**src/hdl/hart_rx_frame_monitor_pkg.sv**
```systemverilog
/*
  Constants shared by the receive frame monitor and its gap timer.
  Assumes a 100 MHz logic clock and a 16-bit internal register port.
*/
package hart_rx_frame_monitor_pkg;

  localparam int CLK_PERIOD_NS = 10;
  // one character time on the line, least idle that counts as a gap
  localparam int GAP_TIME_NS = 9000000;
  localparam int CHAR_BITS = 11;
  // bit period rounded up so that 11 bits never fall short of 9 ms
  localparam int BIT_CYCLES_DFLT =
    (GAP_TIME_NS + CHAR_BITS * CLK_PERIOD_NS - 1) / (CHAR_BITS * CLK_PERIOD_NS);
  localparam int GAP_CNT_W = 24;

  localparam logic [7:0] ALERT_ADDR = 8'h80;
  localparam logic [15:0] ALERT_RESET = 16'h0020;

  localparam int PHASE_LSB = 13;
  localparam int END_BIT = 12;
  localparam int LEN_BIT = 11;
  localparam int CMD_BIT = 10;
  localparam int BEGIN_BIT = 9;
  localparam int LOW_W = 9;

  localparam logic [7:0] LEADIN_BYTE = 8'hFF;
  localparam int DELIM_LONG_BIT = 7;
  localparam int DELIM_EXT_HI = 6;
  localparam int DELIM_EXT_LO = 5;
  localparam logic [2:0] SHORT_ADDR_LEN = 3'h1;
  localparam logic [2:0] LONG_ADDR_LEN = 3'h5;
  localparam logic [1:0] MIN_LEADIN = 2'h2;

  typedef enum logic [2:0] {
    phase_leadin = 3'b000,
    phase_target_bytes = 3'b001,
    phase_extension_bytes = 3'b010,
    phase_request_byte = 3'b011,
    phase_length_byte = 3'b100,
    phase_payload = 3'b101,
    phase_checksum = 3'b110
  } frame_tracker_phase_t;

endpackage

```
**src/hdl/gap_timer.sv**
```systemverilog
/*
  Idle timer between received characters.
  Assumes i_line_idle is already synchronised to i_mclk.
*/
`timescale 1ns/10ps
module gap_timer
  import hart_rx_frame_monitor_pkg::*;
#(
  parameter logic [GAP_CNT_W-1:0] LIMIT = GAP_CNT_W'(CHAR_BITS * BIT_CYCLES_DFLT)
) (
  input wire logic i_mclk,
  input wire logic i_arst_n,
  input wire logic i_line_idle,
  input wire logic i_char_done,
  output logic o_gap
);

  logic [GAP_CNT_W-1:0] idle_cnt;
  logic armed;

  // armed only between characters, so idle before the first byte is no gap
  always_ff @(posedge i_mclk or negedge i_arst_n) begin
    if (!i_arst_n) begin
      armed <= 1'b0;
    end else if (i_char_done) begin
      armed <= 1'b1;
    end else if (o_gap) begin
      armed <= 1'b0;
    end
  end

  always_ff @(posedge i_mclk or negedge i_arst_n) begin
    if (!i_arst_n) begin
      idle_cnt <= '0;
    end else if (i_char_done || !i_line_idle || !armed) begin
      idle_cnt <= '0;
    end else if (idle_cnt != LIMIT) begin
      idle_cnt <= idle_cnt + GAP_CNT_W'(1);
    end
  end

  // fires once when the idle run reaches a full character time
  always_ff @(posedge i_mclk or negedge i_arst_n) begin
    if (!i_arst_n) begin
      o_gap <= 1'b0;
    end else begin
      o_gap <= armed && !i_char_done && i_line_idle &&
               (idle_cnt == LIMIT - GAP_CNT_W'(1));
    end
  end

endmodule

```
**src/hdl/hart_rx_frame_monitor.sv**
```systemverilog
/*
  Receive frame monitor for the modem UART: phase tracking and the
  sticky frame flags of the alert register.
  Assumes bytes arrive as one-cycle strobes from the UART receiver on
  i_mclk, and register accesses come from the serial-port decoder.
*/
//
// Behaviour
// - phase codes 000 to 011 for header phases
// - phase codes 100, 101, 110 for later phases
// - begin flag after two clean leadins plus delimiter
// - command flag at bit 10, gap suppresses
// - length flag at bit 11, gap suppresses
// - errored length byte withholds length flag
// - errors after the delimiter, except length byte, do not block length flag
// - end flag at bit 12 after checksum
// - no end flag when gap occurred
// - end flag despite errors after the delimiter, except length byte
// - gap when idle reaches 9 ms
// - character time is 11 bit periods
`timescale 1ns/10ps
module hart_rx_frame_monitor
  import hart_rx_frame_monitor_pkg::*;
#(
  parameter int BIT_CYCLES = BIT_CYCLES_DFLT
) (
  input wire logic i_mclk,
  input wire logic i_arst_n,
  input wire logic i_rxd,
  input wire logic i_rx_valid,
  input wire logic [7:0] i_rx_data,
  input wire logic i_rx_parity_err,
  input wire logic i_rx_frame_err,
  input wire logic [LOW_W-1:0] i_modem_alert_low,
  input wire logic [7:0] i_reg_addr,
  input wire logic i_reg_wr,
  input wire logic [15:0] i_reg_wdata,
  output logic [15:0] o_reg_rdata,
  output logic [2:0] o_frame_tracker_phase,
  output logic o_gap_err
);

  localparam logic [GAP_CNT_W-1:0] GAP_LIMIT = GAP_CNT_W'(CHAR_BITS * BIT_CYCLES);

  frame_tracker_phase_t phase;
  frame_tracker_phase_t next_phase;
  logic rxd_meta;
  logic rxd_sync;
  logic gap;
  logic byte_err;
  logic [1:0] leadin_cnt;
  logic [2:0] hdr_left;
  logic [7:0] data_left;
  logic length_bad;
  logic message_begin_flag;
  logic header_to_command_flag;
  logic header_to_length_flag;
  logic message_end_flag;
  logic set_begin;
  logic set_cmd;
  logic set_len;
  logic set_end;
  logic wr_alert;
  logic [15:0] alert_word;

  // write-one-to-clear with the hardware set taking priority
  function automatic logic w1c_next(input logic cur, input logic set, input logic clr);
    w1c_next = set | (cur & ~clr);
  endfunction

  // line pin is asynchronous to the logic clock
  always_ff @(posedge i_mclk or negedge i_arst_n) begin
    if (!i_arst_n) begin
      rxd_meta <= 1'b1;
      rxd_sync <= 1'b1;
    end else begin
      rxd_meta <= i_rxd;
      rxd_sync <= rxd_meta;
    end
  end

  gap_timer #(
    .LIMIT(GAP_LIMIT)
  ) u_gap_timer (
    .i_mclk(i_mclk),
    .i_arst_n(i_arst_n),
    .i_line_idle(rxd_sync),
    .i_char_done(i_rx_valid),
    .o_gap(gap)
  );

  assign byte_err = i_rx_parity_err | i_rx_frame_err;

  // a gap aborts the frame, so later flags of that frame cannot set
  always_comb begin
    next_phase = phase;
    set_begin = 1'b0;
    set_cmd = 1'b0;
    set_len = 1'b0;
    set_end = 1'b0;
    if (gap) begin
      next_phase = phase_leadin;
    end else if (i_rx_valid) begin
      unique case (phase)
        phase_leadin: begin
          if (!byte_err && i_rx_data != LEADIN_BYTE && leadin_cnt == MIN_LEADIN) begin
            set_begin = 1'b1;
            next_phase = phase_target_bytes;
          end
        end
        phase_target_bytes: begin
          if (hdr_left == SHORT_ADDR_LEN) begin
            next_phase = (data_left[1:0] != 2'h0) ? phase_extension_bytes
                                                  : phase_request_byte;
          end
        end
        phase_extension_bytes: begin
          if (data_left[1:0] == 2'h1) begin
            next_phase = phase_request_byte;
          end
        end
        phase_request_byte: begin
          set_cmd = 1'b1;
          next_phase = phase_length_byte;
        end
        phase_length_byte: begin
          set_len = !byte_err;
          next_phase = (i_rx_data == 8'h00) ? phase_checksum : phase_payload;
        end
        phase_payload: begin
          if (data_left == 8'h01) begin
            next_phase = phase_checksum;
          end
        end
        phase_checksum: begin
          set_end = !length_bad;
          next_phase = phase_leadin;
        end
        default: begin
          next_phase = phase_leadin;
        end
      endcase
    end
  end

  always_ff @(posedge i_mclk or negedge i_arst_n) begin
    if (!i_arst_n) begin
      phase <= phase_leadin;
    end else begin
      phase <= next_phase;
    end
  end

  // leadin run: only clean leadin bytes count, saturating at the minimum
  always_ff @(posedge i_mclk or negedge i_arst_n) begin
    if (!i_arst_n) begin
      leadin_cnt <= 2'h0;
    end else if (gap || phase != phase_leadin) begin
      leadin_cnt <= 2'h0;
    end else if (i_rx_valid) begin
      if (byte_err || i_rx_data != LEADIN_BYTE) begin
        leadin_cnt <= 2'h0;
      end else if (leadin_cnt != MIN_LEADIN) begin
        leadin_cnt <= leadin_cnt + 2'h1;
      end
    end
  end

  // hdr_left counts address bytes; data_left holds extension then payload counts
  always_ff @(posedge i_mclk or negedge i_arst_n) begin
    if (!i_arst_n) begin
      hdr_left <= 3'h0;
      data_left <= 8'h00;
    end else if (i_rx_valid && !gap) begin
      unique case (phase)
        phase_leadin: begin
          hdr_left <= i_rx_data[DELIM_LONG_BIT] ? LONG_ADDR_LEN : SHORT_ADDR_LEN;
          data_left <= {6'h00, i_rx_data[DELIM_EXT_HI:DELIM_EXT_LO]};
        end
        phase_target_bytes: begin
          hdr_left <= hdr_left - 3'h1;
        end
        phase_extension_bytes: begin
          data_left <= data_left - 8'h01;
        end
        phase_length_byte: begin
          data_left <= i_rx_data;
        end
        phase_payload: begin
          data_left <= data_left - 8'h01;
        end
        default: begin
          hdr_left <= hdr_left;
        end
      endcase
    end
  end

  // an errored length byte spoils the end flag of the same frame
  always_ff @(posedge i_mclk or negedge i_arst_n) begin
    if (!i_arst_n) begin
      length_bad <= 1'b0;
    end else if (i_rx_valid && phase == phase_length_byte) begin
      length_bad <= byte_err;
    end
  end

  assign wr_alert = i_reg_wr && (i_reg_addr == ALERT_ADDR);

  always_ff @(posedge i_mclk or negedge i_arst_n) begin
    if (!i_arst_n) begin
      message_begin_flag <= 1'b0;
    end else begin
      message_begin_flag <= w1c_next(message_begin_flag, set_begin,
                                     wr_alert & i_reg_wdata[BEGIN_BIT]);
    end
  end

  always_ff @(posedge i_mclk or negedge i_arst_n) begin
    if (!i_arst_n) begin
      header_to_command_flag <= 1'b0;
    end else begin
      header_to_command_flag <= w1c_next(header_to_command_flag, set_cmd,
                                         wr_alert & i_reg_wdata[CMD_BIT]);
    end
  end

  always_ff @(posedge i_mclk or negedge i_arst_n) begin
    if (!i_arst_n) begin
      header_to_length_flag <= 1'b0;
    end else begin
      header_to_length_flag <= w1c_next(header_to_length_flag, set_len,
                                        wr_alert & i_reg_wdata[LEN_BIT]);
    end
  end

  always_ff @(posedge i_mclk or negedge i_arst_n) begin
    if (!i_arst_n) begin
      message_end_flag <= 1'b0;
    end else begin
      message_end_flag <= w1c_next(message_end_flag, set_end,
                                   wr_alert & i_reg_wdata[END_BIT]);
    end
  end

  // low bits belong to the rest of the modem and are only passed through
  always_comb begin
    alert_word = 16'h0000;
    alert_word[PHASE_LSB +: 3] = phase;
    alert_word[END_BIT] = message_end_flag;
    alert_word[LEN_BIT] = header_to_length_flag;
    alert_word[CMD_BIT] = header_to_command_flag;
    alert_word[BEGIN_BIT] = message_begin_flag;
    alert_word[LOW_W-1:0] = i_modem_alert_low;
  end

  always_ff @(posedge i_mclk or negedge i_arst_n) begin
    if (!i_arst_n) begin
      o_reg_rdata <= ALERT_RESET;
    end else begin
      o_reg_rdata <= (i_reg_addr == ALERT_ADDR) ? alert_word : 16'h0000;
    end
  end

  always_ff @(posedge i_mclk or negedge i_arst_n) begin
    if (!i_arst_n) begin
      o_frame_tracker_phase <= phase_leadin;
      o_gap_err <= 1'b0;
    end else begin
      o_frame_tracker_phase <= next_phase;
      o_gap_err <= gap;
    end
  end

endmodule

```
**config.mk**
```make
export PLATFORM = sky130hd
export DESIGN_NAME = hart_rx_frame_monitor
export DESIGN_NICKNAME = d
export VERILOG_FILES = /design/src/hdl/hart_rx_frame_monitor_pkg.sv /design/src/hdl/gap_timer.sv /design/src/hdl/hart_rx_frame_monitor.sv
export SDC_FILE = /design/constraint.sdc
export NUM_CORES = 1
export LEC_CHECK = 0
export BUFFER_PORTS_ARGS = -buffer_cell sky130_fd_sc_hd__buf_2
export CAP_MARGIN = 10
export CORE_ASPECT_RATIO = 2
export CORE_UTILIZATION = 55
export DETAILED_ROUTE_END_ITERATION = 10
export HOLD_SLACK_MARGIN = 0.1
export PLACE_DENSITY_LB_ADDON = 0.08
export SYNTH_ARGS = -nofsm -noshare
export SYNTH_HDL_FRONTEND = slang
export SYNTH_SLANG_ARGS = --single-unit
```
**constraint.sdc**
```tcl
create_clock -name i_mclk -period 2.4 [get_ports i_mclk]
set_input_delay 0 -clock i_mclk [delete_from_list [all_inputs] [get_ports i_mclk]]
set_output_delay 0 -clock i_mclk [all_outputs]
set_load 0.03 [all_outputs]
```
==> metrics.md <==
| Metric | Value |
|---|---|
| IO Port Bufs | `55` |
| Pwr per Cell Area | `845 nW/um2` |
| Htree depth | `3` |
| Failing checks | `design-rule violations` |
| Share of the synthesized area in the top cell type | `46.6%` |
| Core area | `5960 um2` |
| Footprint of the multi-input gates | `1600 um2` |
| # diodes | `0` |
| Finish-stage setup viols | `0` |
| Share of layout cells above drive strength 1 | `20.7%` |
| Clock Power Share | `a little over a third` |
| Final Hold Fails | `0` |
| Sw Pwr | `roughly 1200 uW` |
| Mapped Avg Cell Area | `approximately 10 um2` |
| Sw frac | `about a third` |
| Slew Limit Headroom | `about half` |
| RR Endpoint | `u_gap_timer.idle_cnt[22]` |
| Fin crit period | `2230 ps` |
| Setup Skew | `around 6 ps` |
| TritonCTS Buffers | `9` |
| Top Ports | `68` |
| Sequential fraction of the synthesis area | `between 40 and 50%` |
| Post-DP HPWL | `around 6.3 mm` |
| Vias/cell | `5.97` |
| Nets | `496` |
| Vias in the first global route | `3,184` |
| Period utilization | `93.0%` |
| Root Buffer | `clkbuf_16` |
| Area growth from synthesis to layout | `29.2%` |
| Post-synthesis cell count | `about 350` |
| Crit path capture | `u_gap_timer.idle_cnt[22]` |
| Worst Path Arrival | `roughly 2500 ps` |
| Routability cong. | `0.880` |
| Post-synth EDFFs | `0` |
| Core Rows | `40` |
| Yosys reg bits | `66` |
| First-pass GRT wire length | `14.5 mm` |
| Crit path launch type | `flip-flop` |
| Critical path launch point | `u_gap_timer.idle_cnt[0]` |
| CTS tree | `done` |
| Worst R2R Path Depth | `5` |
| Flop pwr share | `37.2%` |
| Comb power frac | `28.1%` |
| Drt first pass iters | `7` |
| Grt ovf | `0` |
| Async SR Flop Fraction | `100%` |
| Iteration-0 DRC count of the detailed router | `139` |
| Full die area | `6480 um2` |
| RSZ-0062 raised after global routing | `no` |
| Clk_lat worst skew | `330 ps` |
| Die W | `about 57 um` |
| CP Capture Type | `flip-flop` |
| Hold Path Stages | `3` |
| Int Pwr | `2480 uW` |
| Die Y | `~110 um` |
| Critical path peak fanout | `10` |
| Final WS setup | `168 ps` |
| Tot Pwr | `3690 uW` |
| Non-Filler Instances | `between 500 and 600` |
| # fillers | `442` |
| Worst Path Required | `between 2000 and 3000 ps` |
| VDD IR max | `roughly 670 uV` |
| Starting density of the core | `56.8%` |
| Drc violations | `2` |
| Inst Count DP | `462` |
| Max frequency | `0.448 GHz` |
| CP Class | `flip-flop to flip-flop` |
| Worst slack at placement | `218 ps` |
| Wire length per cell | `between 15 and 20 um` |
| Reg area | `1660 um2` |
| Vias | `3,029` |
| Setup TNS | `0 ps` |
| Yosys warns | `0` |
| FF-to-FF Start | `u_gap_timer.idle_cnt[0]` |
| Commonest non-fill, non-tap cells in the layout | `dfrtp_1 (63), buf_2 (55), dlygate4sd3_1 (29), o21ai_0 (21), nand2_1 (20)` |
| Most common cell after layout, fill and taps aside | `dfrtp_1` |
| Final WL | `8.83 mm` |
| Yosys cell types | `52` |
| Synth Cell Area | `3380 um2` |
| Static Leak | `0.00193 uW` |
| Max-cap violations | `0` |
| Pin slew with the least headroom to its limit | `769 ps` |
| Initial antenna violation count | `0` |
| HP Class | `primary input to flip-flop` |
| DRT antenna net count | `0` |
| Clock buffer depth | `2` |
| Post-Syn Nets | `402` |
| Total global-route track usage | `29.8%` |
| Synth area leaders | `dfrtp_1 (47%), and2_1 (3.3%), ha_1 (3.3%)` |
| Reg clk slew, reported paths | `about 60 ps` |
| Leading area contributor after synthesis | `dfrtp_1` |
| Max Slew Vio Count | `0` |
| Largest net degree at the start of global routing | `30` |
| Top_reg_cell synth | `dfrtp_1` |
| Clock sinks | `66` |
| Worst R2R Setup Slack | `170 ps` |
| Status | `complete, but fails checks` |
==> final cells by class <==
cell class,count,area share (%)
Inverter,19,1.63
Timing Repair Buffer,98,15.3
Multi-Input combinational cell,245,36.5
Sequential cell,66,37.9
Tap cell,63,1.80
Clock inverter,6,1.55
Clock buffer,10,5.24
==> worst min-delay path by stage <==
| stage | slack, ps | start | endpoint |
|---|---|---|---|
| 5_1_grt | 130 | i_rx_parity_err | length_bad |
| 3_3_place_gp | -100 | i_arst_n | o_reg_rdata[7] |
| 4_1_cts | 110 | i_rx_parity_err | length_bad |
| 6_report | 110 | i_rx_parity_err | length_bad |
| 3_5_place_dp | -100 | i_arst_n | o_reg_rdata[7] |
| 2_1_floorplan | -300 | i_arst_n | data_left[0] |
==> routing by layer <==
metal	vias up	routed length [um]	global-route usage (%)
met2	70	5300	58.1
met1	1489	2970	28.4
li1	1452	-	-
met4	0	320	15.8
met3	18	244	4.11
met5	-	0	0
==> synth_stat cells (2+ instances only) <==
library cell,count
a21boi_0,2
a21oi_1,16
a22o_1,2
a22oi_1,5
a31oi_1,6
a32o_1,3
a32oi_1,5
and2_1,18
and4_1,2
clkbuf_1,14
dfrtp_1,63
dfstp_2,3
ha_1,9
inv_1,19
mux2i_1,4
nand2_1,20
nand2b_1,3
nand3_1,11
nand3b_1,2
nand4_1,8
nor2_1,19
nor2b_1,4
nor3_1,13
nor3b_1,3
nor4_1,6
nor4b_1,5
o21ai_0,21
o2bb2ai_1,4
o31ai_1,6
or2_2,2
or3_1,9
or3b_2,2
or4_1,8
xnor2_1,5
xor2_1,6
==> state kept, by name, summed over array words and instances (netlist names) <==
| register | count |
|---|---|
| header_to_command_flag | 1 |
| leadin_cnt | 2 |
| message_begin_flag | 1 |
| message_end_flag | 1 |
| u_gap_timer.armed | 1 |
| rxd_meta | 1 |
| u_gap_timer.o_gap | 1 |
| o_frame_tracker_phase | 3 |
| o_gap_err | 1 |
| length_bad | 1 |
| hdr_left | 3 |
| rxd_sync | 1 |
| data_left | 8 |
| o_reg_rdata | 16 |
| header_to_length_flag | 1 |
| u_gap_timer.idle_cnt | 24 |
==> worst max-delay path, stage by stage (launching register included) <==
cell and delay [ps]:
dfrtp_1 470, ha_1 230, nand2_1 110, or4_1 640, or4_1 560, a21oi_1 150
==> power by group through the flow <==
stage	sequential [uW]	clock, uW	combinational, uW
after floorplan	1380	0	637
after global placement	1380	0	964
after detailed placement	1390	0	986
final	1370	1280	1040
after CTS	1370	1300	1030
after global routing	1390	1350	1150
==> cell families after synthesis <==
logic type      synth area share [%]
mux                             1.18
simple gates                    24.2
xor+xnor                        2.85
buf+inv                         3.81
flops                           49.0
compound gates                  15.6
fa+ha+maj                       3.33
==> what timing repair did <==
action | in CTS | in global routing
hold endpoints to repair | 88 | 0
gates resized for setup | 0 | 0
hold buffers | 29 | 0
setup buffers | 0 | 0
setup endpoints to repair | 0 | 0
==> metrics by stage <==
step | instance area (um2) | hold slack, ps | utilization (%)
6_report | 4370 | 113 | 73.4
5_1_grt | 4370 | 125 | 73.4
4_1_cts | 4370 | 108 | 73.4
3_5_place_dp | 3780 | -95.6 | 63.5
3_3_place_gp | 3780 | -102 | 63.5
2_1_floorplan | 3380 | -296 | -
(Power assumes the default switching activity.)
